--- src/core/mode_timer_pkg.sv ---
package mode_timer_pkg;

  // ****************************************************************
  // widths and register map
  // ****************************************************************
  localparam int unsigned CNT_W    = 16;
  localparam int unsigned ADDR_W   = 12;
  localparam logic [CNT_W-1:0] CNT_MAX  = 16'hFFFF;
  localparam logic [CNT_W-1:0] CNT_ZERO = 16'h0000;

  localparam logic [ADDR_W-1:0] OFF_CTRL_A   = 12'h000;
  localparam logic [ADDR_W-1:0] OFF_CTRL_B   = 12'h004;
  localparam logic [ADDR_W-1:0] OFF_CAPTURE  = 12'h008;
  localparam logic [ADDR_W-1:0] OFF_COMMUTATION_COMPARE_VALUE     = 12'h00C;
  localparam logic [ADDR_W-1:0] OFF_DETECT_START_COMPARE_VALUE     = 12'h010;
  localparam logic [ADDR_W-1:0] OFF_OVERFLOW_COMPARE_VALUE     = 12'h014;
  localparam logic [ADDR_W-1:0] OFF_IRQ_STAT = 12'h018;
  localparam logic [ADDR_W-1:0] OFF_IRQ_MASK = 12'h01C;

  // ctrl a bit positions
  localparam int unsigned A_RUN      = 0;
  localparam int unsigned A_RST_PD   = 1;
  localparam int unsigned A_SW_RST   = 2;
  localparam int unsigned A_RST_OVL  = 3;
  localparam int unsigned A_RST_OVERFLOW_COMPARE_VALUE = 4;
  // ctrl b bit positions
  localparam int unsigned B_CAP_PD   = 1;
  localparam int unsigned B_SW_CAP   = 2;
  localparam int unsigned B_CAP_OVL  = 3;
  localparam int unsigned B_SAT      = 5;
  // irq status bit positions
  localparam int unsigned I_COMMUTATION_COMPARE_VALUE = 0;
  localparam int unsigned I_DETECT_START_COMPARE_VALUE = 1;
  localparam int unsigned I_OVERFLOW_COMPARE_VALUE = 2;
  localparam int unsigned I_SAT  = 3;
  localparam int unsigned IRQ_W  = 4;

  localparam logic [31:0] RDATA_ZERO = 32'h0000_0000;

  // control fields held by the unit
  typedef struct packed {
    logic reset_on_third_compare;
    logic reset_on_overload;
    logic reset_on_position_detect;
    logic mode_counter_run;
  } ctrl_a_t;

  typedef struct packed {
    logic capture_on_overload;
    logic capture_on_position_detect;
  } ctrl_b_t;

  // compare-match pulses
  typedef struct packed {
    logic overflow_compare_value;
    logic detect_start_compare_value;
    logic commutation_compare_value;
  } cmp_hit_t;

endpackage : mode_timer_pkg

--- src/core/compare_timer.sv ---
`timescale 1ns/1ns
module compare_timer
  import mode_timer_pkg::*;
#(
  parameter bit GE_MODE = 1'b0
) (
  input  wire logic             pclk,
  input  wire logic             presetn,
  input  wire logic             run,
  input  wire logic [CNT_W-1:0] count,
  input  wire logic             load,
  input  wire logic [CNT_W-1:0] load_value,
  output logic      [CNT_W-1:0] value,
  output logic                  hit
);

  logic armed_reg;
  logic run_d_reg;

  // compare value store
  always_ff @(posedge pclk or negedge presetn) begin
    if (!presetn) begin
      value <= CNT_ZERO;
    end else if (load) begin
      value <= load_value;
    end
  end

  // greater-or-equal for the commutation timer so a late write still fires
  wire match = GE_MODE ? (count >= value) : (count == value);

  // only a stop cancels a setting, so values loaded before the start stay armed
  always_ff @(posedge pclk or negedge presetn) begin
    if (!presetn) begin
      run_d_reg <= 1'b0;
    end else begin
      run_d_reg <= run;
    end
  end

  wire run_fell = run_d_reg && !run;

  // one shot: a hit disarms until software writes a new value
  always_ff @(posedge pclk or negedge presetn) begin
    if (!presetn) begin
      armed_reg <= 1'b0;
    end else if (load) begin
      armed_reg <= 1'b1;                   // re-arm on write, also while stopped
    end else if (run_fell) begin
      armed_reg <= 1'b0;                   // clearing the run bit cancels settings
    end else if (hit) begin
      armed_reg <= 1'b0;
    end
  end

  assign hit = run && armed_reg && match;  // only while counting

endmodule : compare_timer

--- src/core/capture_latch.sv ---
`timescale 1ns/1ns
module capture_latch
  import mode_timer_pkg::*;
(
  input  wire logic             pclk,
  input  wire logic             presetn,
  input  wire logic             take,
  input  wire logic [CNT_W-1:0] count,
  output logic      [CNT_W-1:0] captured
);

  // latest trigger always overwrites, so the value is the newest interval
  always_ff @(posedge pclk or negedge presetn) begin
    if (!presetn) begin
      captured <= CNT_ZERO;
    end else if (take) begin
      captured <= count;
    end
  end

endmodule : capture_latch

--- src/core/motor_mode_timer_unit.sv ---
`timescale 1ns/1ns
// Overview of operation
// - The mode counter counts up and clears on a position detection event.
// - Three compare timers give commutation, detection-start and overflow interrupts.
// - The count is copied to the capture register on detection or overload when enabled.
// - The counter may be reset by position detection, the third compare timer or overload.
// - Unreset, the counter stops at FFFF and sets the saturated flag.
// - Software reads the running count only by requesting a capture and reading it back.
// - Compare timer one fires on greater-or-equal, timers two and three on equality.
// - Timer one still fires when its value is written after the count passed it.
// - A fired timer stays quiet until a new value is written to its compare register.
// - With detection capture enabled, every detection overwrites the capture register.
// - The counter runs only with its run bit set; clearing it cancels compare settings.
// - Each hardware counter reset source has its own enable bit; software reset is a write-only bit.
// - Overload and detection capture have enables; software capture is a write-only bit.
// - Compare timers act only while the counter runs.
module motor_mode_timer_unit (
  input  wire logic                          pclk,
  input  wire logic                          presetn,
  input  wire logic                          psel,
  input  wire logic                          penable,
  input  wire logic                          pwrite,
  input  wire logic [mode_timer_pkg::ADDR_W-1:0] paddr,
  input  wire logic [31:0]                   pwdata,
  output logic      [31:0]                   prdata,
  output logic                               pready,
  output logic                               pslverr,
  input  wire logic                          position_detect_irq,
  input  wire logic                          overload_signal,
  output logic                               commutation_compare_irq,
  output logic                               detect_start_compare_irq,
  output logic                               overflow_compare_irq,
  output logic                               irq
);
  import mode_timer_pkg::*;

  // ****************************************************************
  // state
  // ****************************************************************
  ctrl_a_t               ctrl_a_reg;
  ctrl_b_t               ctrl_b_reg;
  logic [CNT_W-1:0]      count_reg;                  // sixteen bits
  logic [CNT_W-1:0]      count_next;
  logic                  saturated_reg;
  logic [IRQ_W-1:0]      irq_stat_reg;
  logic [IRQ_W-1:0]      irq_mask_reg;
  logic [IRQ_W-1:0]      irq_events;
  logic [CNT_W-1:0]      capture_value;
  logic [CNT_W-1:0]      commutation_compare_value_value;
  logic [CNT_W-1:0]      detect_start_compare_value_value;
  logic [CNT_W-1:0]      overflow_compare_value_value;
  cmp_hit_t              hits;
  logic                  counter_clear;
  logic                  capture_take;
  logic                  sw_reset;
  logic                  sw_capture;

  // ****************************************************************
  // bus decode
  // ****************************************************************
  // single-cycle access phase: pready registered high for the cycle after setup, no wait states
  wire setup_phase = psel && !penable;
  wire wr_access   = psel && penable && pwrite;
  wire rd_setup    = setup_phase && !pwrite;

  function automatic logic wr_hit(input logic [ADDR_W-1:0] off);
    wr_hit = wr_access && (paddr == off);
  endfunction : wr_hit

  function automatic logic known_addr(input logic [ADDR_W-1:0] a);
    known_addr = (a == OFF_CTRL_A) || (a == OFF_CTRL_B) || (a == OFF_CAPTURE) ||
                 (a == OFF_COMMUTATION_COMPARE_VALUE) || (a == OFF_DETECT_START_COMPARE_VALUE) || (a == OFF_OVERFLOW_COMPARE_VALUE) ||
                 (a == OFF_IRQ_STAT) || (a == OFF_IRQ_MASK);
  endfunction : known_addr

  // write-only request bits act as single pulses, never stored
  assign sw_reset   = wr_hit(OFF_CTRL_A) && pwdata[A_SW_RST];
  assign sw_capture = wr_hit(OFF_CTRL_B) && pwdata[B_SW_CAP];

  // compare register writes; each one re-arms its timer
  wire load_commutation_compare_value = wr_hit(OFF_COMMUTATION_COMPARE_VALUE);
  wire load_detect_start_compare_value = wr_hit(OFF_DETECT_START_COMPARE_VALUE);
  wire load_overflow_compare_value = wr_hit(OFF_OVERFLOW_COMPARE_VALUE);

  // a zero written to the saturation bit clears the flag; a one leaves it alone
  wire sat_clear = wr_hit(OFF_CTRL_B) && !pwdata[B_SAT];

  // counter parked at all-ones while running: the saturation condition
  function automatic logic at_ceiling();
    at_ceiling = ctrl_a_reg.mode_counter_run && (count_reg == CNT_MAX);
  endfunction : at_ceiling

  // ****************************************************************
  // control registers
  // ****************************************************************
  always_ff @(posedge pclk or negedge presetn) begin
    if (!presetn) begin
      ctrl_a_reg <= '0;
    end else if (wr_hit(OFF_CTRL_A)) begin
      ctrl_a_reg.mode_counter_run         <= pwdata[A_RUN];
      ctrl_a_reg.reset_on_position_detect <= pwdata[A_RST_PD];
      ctrl_a_reg.reset_on_overload        <= pwdata[A_RST_OVL];
      ctrl_a_reg.reset_on_third_compare   <= pwdata[A_RST_OVERFLOW_COMPARE_VALUE];
    end
  end

  always_ff @(posedge pclk or negedge presetn) begin
    if (!presetn) begin
      ctrl_b_reg <= '0;
    end else if (wr_hit(OFF_CTRL_B)) begin
      ctrl_b_reg.capture_on_position_detect <= pwdata[B_CAP_PD];
      ctrl_b_reg.capture_on_overload        <= pwdata[B_CAP_OVL];
    end
  end

  // ****************************************************************
  // mode counter
  // ****************************************************************
  // each hardware source is gated by its own enable bit; sw_reset is not gated
  assign counter_clear = (ctrl_a_reg.reset_on_position_detect && position_detect_irq) ||
                         (ctrl_a_reg.reset_on_overload && overload_signal) ||
                         (ctrl_a_reg.reset_on_third_compare && hits.overflow_compare_value) ||
                         sw_reset;

  always_comb begin
    count_next = count_reg;
    if (counter_clear) begin
      count_next = CNT_ZERO;
    end else if (ctrl_a_reg.mode_counter_run && count_reg != CNT_MAX) begin
      count_next = count_reg + 16'h0001;
    end
  end

  always_ff @(posedge pclk or negedge presetn) begin
    if (!presetn) begin
      count_reg <= CNT_ZERO;
    end else begin
      count_reg <= count_next;                                  // holds at all-ones
    end
  end

  // saturation flag: hardware set wins over a clearing write of zero
  always_ff @(posedge pclk or negedge presetn) begin
    if (!presetn) begin
      saturated_reg <= 1'b0;
    end else if (at_ceiling() && !counter_clear) begin
      saturated_reg <= 1'b1;
    end else if (sat_clear) begin
      saturated_reg <= 1'b0;
    end
  end

  // ****************************************************************
  // compare timers and capture
  // ****************************************************************
  compare_timer #(.GE_MODE(1'b1)) u_commutation_compare_value (
    .pclk       (pclk),
    .presetn    (presetn),
    .run        (ctrl_a_reg.mode_counter_run),
    .count      (count_reg),
    .load       (load_commutation_compare_value),
    .load_value (pwdata[CNT_W-1:0]),
    .value      (commutation_compare_value_value),
    .hit        (hits.commutation_compare_value)
  );

  compare_timer #(.GE_MODE(1'b0)) u_detect_start_compare_value (
    .pclk       (pclk),
    .presetn    (presetn),
    .run        (ctrl_a_reg.mode_counter_run),
    .count      (count_reg),
    .load       (load_detect_start_compare_value),
    .load_value (pwdata[CNT_W-1:0]),
    .value      (detect_start_compare_value_value),
    .hit        (hits.detect_start_compare_value)
  );

  compare_timer #(.GE_MODE(1'b0)) u_overflow_compare_value (
    .pclk       (pclk),
    .presetn    (presetn),
    .run        (ctrl_a_reg.mode_counter_run),
    .count      (count_reg),
    .load       (load_overflow_compare_value),
    .load_value (pwdata[CNT_W-1:0]),
    .value      (overflow_compare_value_value),
    .hit        (hits.overflow_compare_value)
  );

  // capture takes the count before this cycle's clear, i.e. the full interval
  assign capture_take = (ctrl_b_reg.capture_on_position_detect && position_detect_irq) ||
                        (ctrl_b_reg.capture_on_overload && overload_signal) ||
                        sw_capture;

  capture_latch u_capture (
    .pclk     (pclk),
    .presetn  (presetn),
    .take     (capture_take),
    .count    (count_reg),
    .captured (capture_value)
  );

  // ****************************************************************
  // interrupt outputs
  // ****************************************************************
  // registered one-cycle pulses per compare timer
  always_ff @(posedge pclk or negedge presetn) begin
    if (!presetn) begin
      commutation_compare_irq  <= 1'b0;
      detect_start_compare_irq <= 1'b0;
      overflow_compare_irq     <= 1'b0;
    end else begin
      commutation_compare_irq  <= hits.commutation_compare_value;
      detect_start_compare_irq <= hits.detect_start_compare_value;
      overflow_compare_irq     <= hits.overflow_compare_value;
    end
  end

  always_comb begin
    irq_events         = '0;
    irq_events[I_COMMUTATION_COMPARE_VALUE] = hits.commutation_compare_value;
    irq_events[I_DETECT_START_COMPARE_VALUE] = hits.detect_start_compare_value;
    irq_events[I_OVERFLOW_COMPARE_VALUE] = hits.overflow_compare_value;
    irq_events[I_SAT]  = at_ceiling() && !saturated_reg && !counter_clear;
  end

  // sticky status, write one to clear; a new event beats the clear
  always_ff @(posedge pclk or negedge presetn) begin
    if (!presetn) begin
      irq_stat_reg <= '0;
    end else if (wr_hit(OFF_IRQ_STAT)) begin
      irq_stat_reg <= (irq_stat_reg & ~pwdata[IRQ_W-1:0]) | irq_events;
    end else begin
      irq_stat_reg <= irq_stat_reg | irq_events;
    end
  end

  always_ff @(posedge pclk or negedge presetn) begin
    if (!presetn) begin
      irq_mask_reg <= '0;
    end else if (wr_hit(OFF_IRQ_MASK)) begin
      irq_mask_reg <= pwdata[IRQ_W-1:0];
    end
  end

  // level output straight from a flop, one cycle behind status
  always_ff @(posedge pclk or negedge presetn) begin
    if (!presetn) begin
      irq <= 1'b0;
    end else begin
      irq <= |(irq_stat_reg & irq_mask_reg);
    end
  end

  // ****************************************************************
  // read path
  // ****************************************************************
  // read-back words built from the field positions, so the map is kept in one place
  function automatic logic [31:0] ctrl_a_word();
    logic [31:0] w;
    w             = RDATA_ZERO;
    w[A_RUN]      = ctrl_a_reg.mode_counter_run;
    w[A_RST_PD]   = ctrl_a_reg.reset_on_position_detect;
    w[A_RST_OVL]  = ctrl_a_reg.reset_on_overload;
    w[A_RST_OVERFLOW_COMPARE_VALUE] = ctrl_a_reg.reset_on_third_compare;
    ctrl_a_word   = w;                     // software reset request always reads zero
  endfunction : ctrl_a_word

  function automatic logic [31:0] ctrl_b_word();
    logic [31:0] w;
    w            = RDATA_ZERO;
    w[B_CAP_PD]  = ctrl_b_reg.capture_on_position_detect;
    w[B_CAP_OVL] = ctrl_b_reg.capture_on_overload;
    w[B_SAT]     = saturated_reg;
    ctrl_b_word  = w;                      // write-only capture request reads zero
  endfunction : ctrl_b_word

  // read data registered during setup so it is ready in the access phase
  always_ff @(posedge pclk or negedge presetn) begin
    if (!presetn) begin
      prdata <= RDATA_ZERO;
    end else if (rd_setup) begin
      case (paddr)
        OFF_CTRL_A:   prdata <= ctrl_a_word();
        OFF_CTRL_B:   prdata <= ctrl_b_word();
        OFF_CAPTURE:  prdata <= {16'h0, capture_value};
        OFF_COMMUTATION_COMPARE_VALUE:     prdata <= {16'h0, commutation_compare_value_value};
        OFF_DETECT_START_COMPARE_VALUE:     prdata <= {16'h0, detect_start_compare_value_value};
        OFF_OVERFLOW_COMPARE_VALUE:     prdata <= {16'h0, overflow_compare_value_value};
        OFF_IRQ_STAT: prdata <= {28'h0, irq_stat_reg};
        OFF_IRQ_MASK: prdata <= {28'h0, irq_mask_reg};
        default:      prdata <= RDATA_ZERO;
      endcase
    end
  end

  // unmapped addresses answer with an error in the access phase
  always_ff @(posedge pclk or negedge presetn) begin
    if (!presetn) begin
      pready  <= 1'b0;
      pslverr <= 1'b0;
    end else begin
      pready  <= setup_phase;
      pslverr <= setup_phase && !known_addr(paddr);
    end
  end

endmodule : motor_mode_timer_unit

--- config.mk ---
export PLATFORM = sky130hd
export DESIGN_NAME = motor_mode_timer_unit
export DESIGN_NICKNAME = d
export VERILOG_FILES = /design/src/core/mode_timer_pkg.sv /design/src/core/compare_timer.sv /design/src/core/capture_latch.sv /design/src/core/motor_mode_timer_unit.sv
export SDC_FILE = /design/constraint.sdc
export NUM_CORES = 1
export LEC_CHECK = 0
export BUFFER_PORTS_ARGS = -buffer_cell sky130_fd_sc_hd__buf_2
export CORE_MARGIN = 2
export CORE_UTILIZATION = 35
export CTS_CLUSTER_DIAMETER = 40
export DETAILED_ROUTE_END_ITERATION = 8
export HOLD_SLACK_MARGIN = 0.06
export PLACE_DENSITY = 0.63
export SYNTH_ARGS = -nofsm -noshare
export SYNTH_HDL_FRONTEND = slang
export SYNTH_SLANG_ARGS = --single-unit
--- constraint.sdc ---
create_clock -name pclk -period 4.15 [get_ports pclk]
set_input_delay 1.0375 -clock pclk [delete_from_list [all_inputs] [get_ports pclk]]
set_output_delay 1.0375 -clock pclk [all_outputs]
set_load 0.01 [all_outputs]
# == Word-level counts from Yosys, hierarchy flattened ==
# Index checks and enable logic that the tools add are counted.
# word_totals
in_bits,51
out_inout_bits,38
reg_bits,137
# op_classes
order_cmp,1
mux,15
n_eq_ne,11
n_bitwise,5
n_reduce_logical,58
addsub,1
# op_table
cell,count
16-bit case mux with 8 select lines,1
12-bit by 5-bit == test with 1-bit output (second input constant),4
16-bit == test,2
1-bit logical AND,32
16-bit 2-to-1 mux,2
12-bit by 4-bit == test with 1-bit output (second input constant),2
16-bit by 1-bit adder with 16-bit output (second input constant),1
16-bit == test (second input constant),1
16-bit >= comparator,1
16-bit inequality test (second input constant),1
12-bit by 3-bit == test with 1-bit output (second input constant),1
12-bit logical NOT,1
1-bit logical OR,12
1-bit 2-to-1 mux,11
3-bit nonzero test,3
4-bit AND,2
4-bit OR,2
1-bit logical NOT,7
4-bit 2-to-1 mux,1
4-bit inverter,1
2-bit nonzero test,2
4-bit OR reduction,1

# == Longest topological paths before layout ==
# depth
word_depth,10
mapped_depth,8

# == Modules after synthesis ==
# A second synthesis with hierarchy kept.
# hier_totals
cells_unflattened,627
area_unflattened_um2,6776.5
# by_module_without_submodules
mod,cells_per_inst,area_each_um2,instances
motor_mode_timer_unit,338,3298.2,1
compare_timer at u_detect_start_compare_value ...,70,884.6,2
compare_timer at u_commutation_compare_value,115,1059.8,1
capture_latch,34,649.4,1

# == Least setup slack after synthesis ==
# No wires, ideal clock.
# synth_timing
kind,input-to-reg
start,in paddr[9] (netlist bit)
end,reg u_detect_start_compare_value.value[10]
stages,7
setup_ps,125
t_arrival_ps,2872
setup_slack_ps,1154
n_path_buf,2
required_ps,4025
path_cell_list,or4_4 buf_6 nor2_4 nand2_2 nor3_4 buf_4 mux2_2
# synth_via
elab_chain_len,2
# synth_lines
element,line,rtl
from (decl),motor_mode_timer_unit.sv:23,"input wire logic [mode_timer_pkg::ADDR_W-1:0] paddr,"
12-bit by 5-bit == test with 1-bit output,motor_mode_timer_unit.sv:67,wr_hit = wr_access && (paddr == off);
1-bit logical AND,motor_mode_timer_unit.sv:67,
to (signal assigned),compare_timer.sv:25,value <= load_value;
to (decl),compare_timer.sv:13,"output logic [CNT_W-1:0] value,"
# Every way passes these cells.
# A chain may end at the register's enable or synchronous reset.

# == Worst setup path in the final report ==
# layout_timing
start,in paddr[9] (netlist bit)
end,reg u_capture.captured[14]
# layout_via
elab_chain_len,4
# layout_lines
element,line,rtl
12-bit by 3-bit == test with 1-bit output,motor_mode_timer_unit.sv:67,
1-bit logical AND,motor_mode_timer_unit.sv:67,
1-bit logical AND,motor_mode_timer_unit.sv:78,assign sw_capture = wr_hit(OFF_CTRL_B) && pwdata[B_SW_CAP];
1-bit logical OR,motor_mode_timer_unit.sv:191,(ctrl_b_reg.capture_on_overload && overload_signal) ||
to (signal assigned),capture_latch.sv:17,captured <= count;
to (decl),capture_latch.sv:9,output logic [CNT_W-1:0] captured
# Every way passes these cells.

==> results.md <==
- FMAX: around 340 MHz
- Critical Path Max Stage Delay: between 0.6 and 0.7 ns
- Mapped cell area: roughly 0.0064 mm²
- Critical Path End: u_capture.captured[14]$_DFFE_PN0P_
- Post-DRT Antenna Nets: 0
- Max-slew violations: 0
- WP data required: 4.45 ns
- Setup Skew: about 0.0085 ns
- Worst-margin pin slew: about 0.98 ns
- Syn_area_per_cell: ~11 µm²
- Crit share post-route: 0.707
- Nets: 689
- Worst-path maximum fanout: 16
- Final setup viols: 0
- Critical Path AT: between 3 and 4 ns
- Peak VDD IR: between 0.2 and 0.3 mV
- Final HPWL DP: 12.4 mm
- Core Footprint: between 0.015 and 0.02 mm²
- Post-CTS setup buffer count: 0
- Async S/R FF share, synth: 1.00
- Total track usage: 0.184
- Top Family by Delay on Critical Path: simple AND/OR/NAND/NOR gates
- Most frequent cell after synthesis: dfrtp_1
- Syn Inst Count: about 580
- Crit-path slowest cell: or4_4
- Post-cts hold buffer count: 0
- CTS root buf: clkbuf_16
- DR DRC count: 0
- EDFF count, synth: 0
- Total Neg Setup Slack: 0 ns
- Antenna diode count: 0
- Synth top area share: 0.472
- Vias in the first global route: about 4,800
- Crit path depth: 6
- Wl on met1: between 7 and 8 mm
- Initial antenna violation count: 0
- # H-tree levels: 4
- Clock transition at path regs: approximately 0.050 ns
- FP Rows: a little under 50
- Maxcap violations: 0
- R2R setup slack: between 1.5 and 2 ns
- Max_slew headroom: 0.349
- Unrepaired setup endpoints after global routing: no
- Routed len/inst: roughly 20 µm
- WL met3: ~1.4 mm
- Worst-skew pair later-pin latency: between 0.4 and 0.5 ns
- Top post-synthesis cells by area: dfrtp_1 (47%), mux2_2 (10%), xor2_1 (3.7%)
- Largest net degree at the start of global routing: just over 70
- FF/Latch Area: about 0.0030 mm²
- Hold_ws: approximately 0.47 ns
- Sink Count: roughly 120
- Worst R2R End: u_overflow_compare_value.armed_reg$_DFFE_PN0P_
- Io pins: 89
- Fin cells: roughly 860
- Die Y: 139 µm
- Routability Congestion: between 0.8 and 0.9
- Total power: 2.68 mW
- Final Core Density: 0.411
- Synth unique cells: 68
- # resized after CTS: 0
- CTS Buf Count: 17
- Clk buf depth: 2
- CTS tree: done
- Synthesis-to-layout area growth: 15.1%
- Synth area leader: dfrtp_1
- Routed length on met2: a little under 8 mm
- Share of post-route cells with drive strength above 1: 0.266
- Startpoint Class: input port
- Worst Setup SP: paddr[9]
- Initial Util: 0.357
- Most frequent cells after synthesis: dfrtp_1 (121), mux2_2 (58), nand2_1 (38), xor2_1 (27), clkbuf_1 (26)
- Multi-input logic area: roughly 0.0031 mm²
- Drt first pass iters: 4
- DP Area: 0.00684 mm²
- R2r startpoint: count_reg[1]$_DFFE_PN0P_
- Congestion Overflow GR: 0
- Crit path buf inv count: 1
- Ys Warns: 0
- FF+latch count, synth: between 100 and 150
- # fillers: 1,701
- First-pass GRT wire length: between 20 and 30 mm
- CP endpoint kind: flip-flop
- Die area: between 0.015 and 0.02 mm²
- Routed via count: ~4,700
- Run status: finished clean
- Vias per Instance: ~5.5
- Die width: roughly 140 µm
- Initial DRC Count: about 350
- Fin area: 0.00739 mm²
- Count of final hold-check violations: 0
- Hold Path Class: reg -> reg
- Final worst slack: approximately 1.2 ns
- PortBufs: 56
- Period minus WS final: ~3 ns
- Routed Wire Length: between 15 and 20 mm
- Sequential element share of the synthesized area: 0.472
- Highest routed metal layer: met4
- Worst path cell trace: buf_2, or4_4, nor3_4, nand3_2, o21a_1, mux2_1
- Cells after DPL: 831
- Crit Path Class: in -> reg
- Static Leak: 3.65 nW
- Pwr Density: ~360 mW/mm²
- Worst r2r path cells: 5
- Commonest register cell after synthesis: dfrtp_1
- Setup WS pre-CTS: about 0.77 ns
worst min path at each step:
stage | startpoint | endpoint | slack, ns | depth (start not counted)
2_1_floorplan | ctrl_a_reg[0]$_DFFE_PN0N_ | u_overflow_compare_value.run_d_reg$_DFF_PN0_ | 0.36 | 0
3_3_place_gp | prdata[10]$_DFFE_PN0P_ | prdata[10]$_DFFE_PN0P_ | 0.46 | 2
3_5_place_dp | prdata[13]$_DFFE_PN0P_ | prdata[13]$_DFFE_PN0P_ | 0.47 | 2
4_1_cts | prdata[13]$_DFFE_PN0P_ | prdata[13]$_DFFE_PN0P_ | 0.48 | 2
5_1_grt | prdata[15]$_DFFE_PN0P_ | prdata[15]$_DFFE_PN0P_ | 0.51 | 2
6_report | prdata[13]$_DFFE_PN0P_ | prdata[13]$_DFFE_PN0P_ | 0.47 | 2
routing by layer:
layer / GRT usage / vias to the layer above
li1: - / 2144
met1: 0.240 / 2364
met2: 0.282 / 187
met3: 0.0650 / 31
met4: 0.0734 / 0
met5: 0 / -
report_power, final:
group          leakage (nW)  internal [mW]  total [mW]  switching (mW)
Clock                 0.271          0.909        1.40           0.493
Combinational          1.72         0.0261      0.0943          0.0682
Sequential             1.66           1.19        1.19         0.00282
cells by family after synthesis:
logic type / synth area share
AND/OR/NAND/NOR: 0.122
flip-flops: 0.472
AO/OA/AOI/OAI: 0.112
multiplexers: 0.140
buffers and inverters: 0.0620
XOR/XNOR: 0.0587
adder cells (fa/ha/maj): 0.0331
other: 0.000584
area by class of cell:
| type | count | area share |
|---|---|---|
| well taps | 229 | 0.0388 |
| clock inverters | 4 | 0.00948 |
| repair buffers | 67 | 0.0511 |
| multi-input cells | 391 | 0.415 |
| inverters | 23 | 0.0117 |
| clock buffers | 23 | 0.0647 |
| flip-flops and latches | 121 | 0.410 |
worst reg2reg max path: cells and delay by family (launching register included):
kind	cells	cell delay, ns
flip-flops	1	0.48
AO/OA/AOI/OAI	1	0.15
XOR/XNOR	1	0.24
AND/OR/NAND/NOR	3	1.23
placed cells by master (no fill, tap or decap), types with 17 or more instances in the layout:
cell and count:
dfrtp_1 121, mux2_2 58, nand2_1 38, nor2_1 18, buf_2 55, inv_1 23
o21ai_0 22, ha_1 17, xor2_1 27, clkbuf_16 17
No activity file was read; power rests on OpenSTA's default activity.
